==> src/supply_sel_pkg.sv <==
// Constants, types and register map for the prioritized supply selector
package supply_sel_pkg;

   // ---------------------------------------------------------------
   // Timing
   // ---------------------------------------------------------------
   localparam int CLK_KHZ = 125000;
   localparam int VALID_TIME_MS = 256;
   localparam int DROP_TIME_US = 8;
   localparam int SS_TIME_MS = 32;
   localparam int VALID_CYCLES = VALID_TIME_MS * CLK_KHZ;
   localparam int DROP_CYCLES = (DROP_TIME_US * CLK_KHZ) / 1000;
   localparam int SS_CYCLES = SS_TIME_MS * CLK_KHZ;
   localparam int TMR_W = 25;
   localparam int DROP_W = 11;

   // ---------------------------------------------------------------
   // Channels
   // ---------------------------------------------------------------
   localparam int NCH = 3;
   localparam logic [1:0] CH_NONE = 2'h3;

   // ---------------------------------------------------------------
   // Register map (byte addresses) and reset values
   // ---------------------------------------------------------------
   localparam logic [3:0] CTRL_OFS = 4'h0;
   localparam logic [3:0] STAT_OFS = 4'h4;
   localparam logic [2:0] INHIBIT_RST = 3'h0;
   localparam int STAT_GOOD_LSB = 0;
   localparam int STAT_GATE_LSB = 4;
   localparam int STAT_CUR_LSB = 8;
   localparam int STAT_FSM_LSB = 12;
   localparam int STAT_SS_BIT = 16;
   localparam int STAT_CHAIN_BIT = 17;

   // Per-channel analog comparator results, bit i is channel i+1
   typedef struct packed {
      logic [2:0] high_limit_sense; // 1: above high limit
      logic [2:0] low_limit_sense;  // 1: above low limit
      logic [2:0] gate_off_detect;  // 1: gate within 350mV of source
      logic [2:0] reverse_guard;    // 1: output 120mV below input
   } sense_t;

   // Switch sequencer, Gray coded along idle-make-on-break
   typedef enum logic [1:0] {
      ST_IDLE = 2'b00,
      ST_MAKE = 2'b01,
      ST_ON = 2'b11,
      ST_BREAK = 2'b10
   } seq_t;

endpackage : supply_sel_pkg

==> src/priority_supply_selector.sv <==
// Prioritized three-input supply selector with Wishbone status/control
`timescale 1ns/10ps

module priority_supply_selector #(
   parameter int VALID_CNT = supply_sel_pkg::VALID_CYCLES,
   parameter int SS_CNT = supply_sel_pkg::SS_CYCLES
) (
   input wire logic clk_i,
   input wire logic rst_i,
   // Wishbone classic slave
   input wire logic wb_cyc_i,
   input wire logic wb_stb_i,
   input wire logic wb_we_i,
   input wire logic [3:0] wb_adr_i,
   input wire logic [3:0] wb_sel_i,
   input wire logic [31:0] wb_dat_i,
   output logic [31:0] wb_dat_o,
   output logic wb_ack_o,
   // Pins
   input wire supply_sel_pkg::sense_t sense_i,
   input wire logic enable_i,
   input wire logic shutdown_n_i,
   input wire logic output_low_i,
   output logic [2:0] gate_drive_o,
   output logic soft_start_o,
   output logic [2:0] chan_good_n_o,
   output logic chain_o,
   output logic comp_enable_o
);
   import supply_sel_pkg::*;

   // Highest-priority set bit, CH_NONE when empty
   function automatic logic [1:0] pick_first(input logic [2:0] v);
      if (v[0]) begin
         return 2'h0;
      end else if (v[1]) begin
         return 2'h1;
      end else if (v[2]) begin
         return 2'h2;
      end
      return CH_NONE;
   endfunction : pick_first

   // One-hot of a channel index, zero for CH_NONE
   function automatic logic [2:0] onehot(input logic [1:0] c);
      return (c == CH_NONE) ? 3'h0 : 3'(3'h1 << c);
   endfunction : onehot

   // ---------------------------------------------------------------
   // Qualification
   // ---------------------------------------------------------------
   logic [TMR_W-1:0] vtmr_q [NCH];
   logic [TMR_W-1:0] vtmr_d [NCH];
   logic [2:0] good_q, good_d;
   logic [DROP_W-1:0] drop_q, drop_d;
   logic dropped_q, dropped_d;
   logic [2:0] in_win;
   logic [2:0] inhibit_q, inhibit_d;

   // Raw window result; comparators are off in shutdown
   assign in_win = shutdown_n_i ? (~sense_i.high_limit_sense & sense_i.low_limit_sense) : 3'h0;

   // ---------------------------------------------------------------
   // Sequencer
   // ---------------------------------------------------------------
   seq_t st_q, st_d;
   logic [1:0] cur_q, cur_d;
   logic [2:0] gate_q, gate_d;
   logic [2:0] offl_q, offl_d;
   logic [2:0] revl_q, revl_d;
   logic [2:0] eligible;
   logic [1:0] target;
   logic run;

   logic ss_arm_q, ss_arm_d;
   logic ss_on_q, ss_on_d;
   logic [TMR_W-1:0] ss_tmr_q, ss_tmr_d;
   logic shutdown_n_q;
   logic chain_q, chain_d;

   // Validation timers and connected-channel dropout filter
   always_comb begin
      good_d = good_q;
      drop_d = drop_q;
      dropped_d = 1'b0;
      for (int i = 0; i < NCH; i++) begin
         vtmr_d[i] = vtmr_q[i];
         if (!shutdown_n_i || !in_win[i]) begin
            vtmr_d[i] = '0;
            good_d[i] = 1'b0;
         end else if (vtmr_q[i] >= TMR_W'(VALID_CNT - 1)) begin
            good_d[i] = 1'b1;
         end else begin
            vtmr_d[i] = vtmr_q[i] + 1'b1;
         end
      end
      // The filter only watches the switched-on channel, so the load stays on during
      // a brief excursion and comes off when the channel returns and must revalidate
      if (st_q != ST_ON || in_win[cur_q]) begin
         drop_d = '0;
      end else if (drop_q >= DROP_W'(DROP_CYCLES - 1)) begin
         dropped_d = 1'b1;
      end else begin
         drop_d = drop_q + 1'b1;
      end
   end

   // Connected channel stays eligible while its dropout filter runs
   always_comb begin
      eligible = good_q;
      if (st_q == ST_ON && !dropped_q && shutdown_n_i && !in_win[cur_q]) begin
         eligible = eligible | onehot(cur_q);
      end
      if (dropped_q) begin
         eligible = eligible & ~onehot(cur_q);
      end
      eligible = eligible & ~inhibit_q;
   end

   assign run = enable_i && shutdown_n_i;
   assign target = run ? pick_first(eligible) : CH_NONE;

   // Break-before-make sequencer and soft-start
   always_comb begin
      st_d = st_q;
      cur_d = cur_q;
      gate_d = gate_q;
      offl_d = offl_q;
      revl_d = revl_q;
      ss_arm_d = ss_arm_q;
      ss_on_d = ss_on_q;
      ss_tmr_d = ss_tmr_q;
      // Gate-off latch catches the detector only while undriven
      offl_d = offl_d | (sense_i.gate_off_detect & ~gate_q);
      if (ss_on_q) begin
         if (ss_tmr_q >= TMR_W'(SS_CNT - 1)) begin
            ss_on_d = 1'b0;
         end else begin
            ss_tmr_d = ss_tmr_q + 1'b1;
         end
      end
      case (st_q)
         ST_IDLE: begin
            if (target != CH_NONE) begin
               cur_d = target;
               st_d = ST_MAKE;
            end
         end
         ST_MAKE: begin
            if (target != cur_q) begin
               revl_d = revl_d & ~onehot(cur_q);
               cur_d = CH_NONE;
               st_d = ST_IDLE;
            end else if (revl_q[cur_q] || sense_i.reverse_guard[cur_q]) begin
               revl_d = revl_d | onehot(cur_q);
               gate_d = onehot(cur_q);
               offl_d = offl_d & ~onehot(cur_q);
               st_d = ST_ON;
               if (ss_arm_q) begin
                  ss_arm_d = 1'b0;
                  ss_on_d = 1'b1;
                  ss_tmr_d = '0;
               end
            end
         end
         ST_ON: begin
            if (target != cur_q) begin
               gate_d = 3'h0;
               revl_d = revl_d & ~onehot(cur_q);
               ss_on_d = 1'b0;
               st_d = ST_BREAK;
            end
         end
         ST_BREAK: begin
            if (offl_q[cur_q]) begin
               cur_d = CH_NONE;
               st_d = ST_IDLE;
            end
         end
         default: begin
            st_d = ST_IDLE;
            cur_d = CH_NONE;
            gate_d = 3'h0;
         end
      endcase
      // Re-arm after the case so an event in the cycle of a connection wins
      if ((shutdown_n_i && !shutdown_n_q) || output_low_i) begin
         ss_arm_d = 1'b1;
      end
   end

   // Cascade output; holds its level in the in-between cases
   always_comb begin
      chain_d = chain_q;
      if (!shutdown_n_i) begin
         chain_d = 1'b1;
      end else if (!enable_i || (good_q != 3'h0)) begin
         chain_d = 1'b0;
      end else if (st_q == ST_IDLE && gate_q == 3'h0 && (&offl_q)) begin
         chain_d = 1'b1;
      end
   end

   always_ff @(posedge clk_i) begin
      if (rst_i) begin
         for (int i = 0; i < NCH; i++) begin
            vtmr_q[i] <= '0;
         end
         good_q <= 3'h0;
         drop_q <= '0;
         dropped_q <= 1'b0;
         st_q <= ST_IDLE;
         cur_q <= CH_NONE;
         gate_q <= 3'h0;
         offl_q <= 3'h7;
         revl_q <= 3'h0;
         ss_arm_q <= 1'b1;
         ss_on_q <= 1'b0;
         ss_tmr_q <= '0;
         shutdown_n_q <= 1'b1;
         chain_q <= 1'b1;
      end else begin
         for (int i = 0; i < NCH; i++) begin
            vtmr_q[i] <= vtmr_d[i];
         end
         good_q <= good_d;
         drop_q <= drop_d;
         dropped_q <= dropped_d;
         st_q <= st_d;
         cur_q <= cur_d;
         gate_q <= gate_d;
         offl_q <= offl_d;
         revl_q <= revl_d;
         ss_arm_q <= ss_arm_d;
         ss_on_q <= ss_on_d;
         ss_tmr_q <= ss_tmr_d;
         shutdown_n_q <= shutdown_n_i;
         chain_q <= chain_d;
      end
   end

   assign gate_drive_o = gate_q;
   assign soft_start_o = ss_on_q;
   assign chan_good_n_o = ~good_q;
   assign chain_o = chain_q;
   assign comp_enable_o = shutdown_n_i;

   // ---------------------------------------------------------------
   // Wishbone slave
   // ---------------------------------------------------------------
   logic ack_q, ack_d;
   logic [31:0] rdat_q, rdat_d;
   logic req;

   assign req = wb_cyc_i && wb_stb_i && !ack_q;

   // One wait state: ack one cycle after the request; unmapped reads zero
   always_comb begin
      ack_d = req;
      rdat_d = rdat_q;
      inhibit_d = inhibit_q;
      if (req && wb_we_i && wb_adr_i == CTRL_OFS && wb_sel_i[0]) begin
         inhibit_d = wb_dat_i[2:0];
      end
      if (req && !wb_we_i) begin
         rdat_d = 32'h0;
         case (wb_adr_i)
            CTRL_OFS: begin
               rdat_d[2:0] = inhibit_q;
            end
            STAT_OFS: begin
               rdat_d[STAT_GOOD_LSB +: 3] = good_q;
               rdat_d[STAT_GATE_LSB +: 3] = gate_q;
               rdat_d[STAT_CUR_LSB +: 2] = cur_q;
               rdat_d[STAT_FSM_LSB +: 2] = st_q;
               rdat_d[STAT_SS_BIT] = ss_on_q;
               rdat_d[STAT_CHAIN_BIT] = chain_q;
            end
            default: begin
               rdat_d = 32'h0;
            end
         endcase
      end
   end

   always_ff @(posedge clk_i) begin
      if (rst_i) begin
         ack_q <= 1'b0;
         rdat_q <= 32'h0;
         inhibit_q <= INHIBIT_RST;
      end else begin
         ack_q <= ack_d;
         rdat_q <= rdat_d;
         inhibit_q <= inhibit_d;
      end
   end

   assign wb_ack_o = ack_q;
   assign wb_dat_o = rdat_q;

endmodule : priority_supply_selector

==> config.mk <==
export PLATFORM = sky130hd
export DESIGN_NAME = priority_supply_selector
export DESIGN_NICKNAME = d
export VERILOG_FILES = /design/src/supply_sel_pkg.sv /design/src/priority_supply_selector.sv
export SDC_FILE = /design/constraint.sdc
export NUM_CORES = 1
export LEC_CHECK = 0
export BUFFER_PORTS_ARGS = -buffer_cell sky130_fd_sc_hd__buf_4
export CAP_MARGIN = 20
export CORE_ASPECT_RATIO = 0.6
export CORE_UTILIZATION = 57
export CTS_CLUSTER_SIZE = 12
export DETAILED_ROUTE_END_ITERATION = 12
export PLACE_DENSITY = 0.79
export REMOVE_ABC_BUFFERS = 1
export SLEW_MARGIN = 20
export SYNTH_ARGS = -nofsm -noshare
export SYNTH_HDL_FRONTEND = slang
export SYNTH_SLANG_ARGS = --single-unit
==> constraint.sdc <==
create_clock -name clk_i -period 2.95 [get_ports clk_i]
set_clock_uncertainty 0.2 [all_clocks]
set_input_delay 0.1475 -clock clk_i [delete_from_list [all_inputs] [get_ports clk_i]]
set_output_delay 0.1475 -clock clk_i [all_outputs]
set_load 0.01 [all_outputs]
==> results.json <==
{
  "postSynthAreaPerCell_sq_um": 8.39,
  "rsz0062_at_grt": "no",
  "fp.coreArea_sq_um": 12100,
  "critPathRequiredTime_ns": 3.09,
  "fillerInstances": 933,
  "die_x_um": 147,
  "cts.clk_slew.worst_paths_ns": 0.06,
  "vias": 6169,
  "synthCells": 853,
  "cp-start-kind": "flop",
  "clk_latency_ns": 0.41,
  "hold_viol_final": 0,
  "synth_top_cell_by_area": "dfxtp_1",
  "area_delta_synth_final_pct": 18.0,
  "clock_sinks": 148,
  "worst_slew_pin_slew_ns": 1.01,
  "critPathMaxFanout": 5,
  "ff2ff_path_depth": 8,
  "slew_headroom": 0.328,
  "finish.instance_area_sq_um": 8440,
  "drt_iter0_drc": 623,
  "power.density_nw_per_um2": 542,
  "setup-tns-final_ns": 0,
  "cts_tree": "built",
  "ir_drop_uv": 360,
  "die_area_sq_um": 13000,
  "wl_um": 16100,
  "worstPathArrival_ns": 2.93,
  "port_buffers": 49,
  "grt_pass1_vias": 5426,
  "power_frac_clock": 0.528,
  "ys_warn_count": 0,
  "grt_usage": 0.257,
  "die_y_um": 88.8,
  "grt_pass1_wl_um": 26600,
  "setup_viol_count_final": 0,
  "io_pins": 102,
  "netlist_area_sq_um": 7160,
  "ys_ff_latch": 148,
  "initial_core_util": 0.590,
  "synth_top_cells_by_count": "dfxtp_1 (148), nor2_1 (139), nand2_1 (59)",
  "min_path_type": "in -> reg",
  "power.switching_mw": 0.951,
  "comb_power_share": 0.033,
  "antenna_left": 0,
  "clk_path_buf_depth": 2,
  "drt_drc_violations_left": 0,
  "grt_max_degree": 35,
  "yosys-top-cells-area": "dfxtp_1 (41%), nor2_1 (7.3%), xnor2_1 (5.9%)",
  "num_rows": 31,
  "p_sw_frac": 0.208,
  "cts_root_buf": "clkbuf_16",
  "p_seq_frac": 0.439,
  "gp_congestion": 0.890,
  "ys_seq_area_frac": 0.414,
  "end_kind": "flop",
  "min_period_over_period": 0.946,
  "p_leak_nw": 2.99,
  "slew_viol_final": 0,
  "ff_latch_area_sq_um": 2960,
  "antenna_found_initial": 0,
  "hold_depth": 5,
  "placed_cell_area_sq_um": 7610,
  "status": "complete, no violations",
  "multi_input_area_sq_um": 3850,
  "viasPerCell": 5.64,
  "htreeDepth": 4,
  "layout-drive-gt1-share": 0.122,
  "synth_edf_count": 0,
  "firstDrtPassIters": 5,
  "max_freq_mhz": 358,
  "dp_hpwl_um": 10900,
  "yosysMostFrequentCell": "dfxtp_1",
  "n_antenna_cell": 0,
  "finalCriticalPeriod_ns": 2.79,
  "internal_power_mw": 3.63,
  "drv_cap": 0,
  "ys_types": 65,
  "worst-setup-path-type": "reg -> reg",
  "cts_setup_buffers": 0,
  "yosysTopAreaCellShare": 0.414,
  "nNetsFinal": 984,
  "grt_overflow": 0,
  "numCtsBuffers": 17,
  "post_drt_wl_per_cell_um": 14.7,
  "ys_async_sr_fraction": 0,
  "ys.flop_type": "dfxtp_1"
}
## power groups by stage
stage | clock network (mW) | registers [mW] | logic, mW
after detailed placement | 0 | 2.05 | 0.132
final | 2.42 | 2.01 | 0.150
after global routing | 2.56 | 2.01 | 0.164
after global placement | 0 | 2.05 | 0.130
after floorplan | 0 | 2.05 | 0.0673
after CTS | 2.46 | 2.01 | 0.148
## worst max-delay path, stage by stage, from the launching register on
cell	delay, ns
dfxtp_1	0.43
ha_1	0.21
and3b_2	0.25
a31oi_2	0.12
nor3_1	0.39
a31oi_1	0.16
a41o_1	0.33
nor3_1	0.37
mux2i_1	0.24
## through the flow
step | cells | utilization | hold WS, ns | power, mW | setup WS [ns]
detailed placement | 1045 | 0.627 | 0.146 | 2.19 | 0.268
CTS | 1093 | 0.695 | 0.0403 | 4.62 | 0.188
floorplan | 819 | - | 0.0166 | 2.12 | 0.183
finish | 1093 | 0.696 | 0.0549 | 4.58 | 0.159
global placement | 1045 | 0.627 | 0.138 | 2.18 | 0.275
global route | 1093 | 0.696 | 0.0660 | 4.74 | 0.0536
## state kept, by name (all words and copies together), names as in the netlist, 2 cells and up, named ones only
signal and cells:
wb_dat_o 12, vtmr_q 75, drop_q 11, gate_drive_o 3
inhibit_q 3, good_q 3, cur_q 2, offl_q 3
ss_tmr_q 25, st_q 2
## layer usage
layer  vias to the layer above  track usage  wire length [um]
met3                        14       0.0505              1090
li1                       3059            -                 -
met4                         0       0.0833               141
met5                         -            0                 0
met2                       232        0.369              6660
met1                      2864        0.382              8210
## final timing paths
| path | slack [ns] | startpoint | endpoint |
|---|---|---|---|
| max | 0.16 | st_q[1] | cur_q[1] |
| max reg2reg | 0.16 | st_q[1] | cur_q[1] |
| min reg2reg | 0.25 | vtmr_q[0][74] | vtmr_q[0][74] |
| min | 0.05 | wb_adr_i[2] | wb_dat_o[2] |
## cell type report
cell class,count,area share
Clock inverter,13,0.0261
Tap cell,165,0.0244
Sequential cell,148,0.351
Multi-Input combinational cell,639,0.456
Clock buffer,19,0.0536
Inverter,32,0.0142
Timing Repair Buffer,77,0.0747
## layout by cell type, fill, tap and decap left out, drive strengths merged, types with 9 or more instances in the layout
cell,instances
o21ai,20
clkbuf,19
a21oi,40
or3,21
mux2i,16
inv,35
dlygate4sd3,16
a22oi,9
ha,9
nand3,33
conb,20
nor3,30
and4,19
nand2,60
xnor2,48
nand4,24
and3,18
xor2,39
nor2,140
a211oi,9
dfxtp,148
buf,61
## kinds of logic (layout without fill, tap and decap cells)
group	Yosys count	in the layout	share of synthesized area
xor+xnor	87	87	0.106
compound gates	122	122	0.115
other cells	1	20	0.000524
buf+inv	85	141	0.0586
mux	16	16	0.0224
simple gates	385	385	0.267
flops	148	148	0.414
fa+ha+maj	9	9	0.0157
## timing repair
item | 4_1_cts | 5_1_grt
endpoints found under the hold margin | 29 | 0
hold buffers | 16 | 0
gates resized for setup | 0 | 1
endpoints found under the setup margin | 0 | 2
Power figures use the tool's default switching activity.
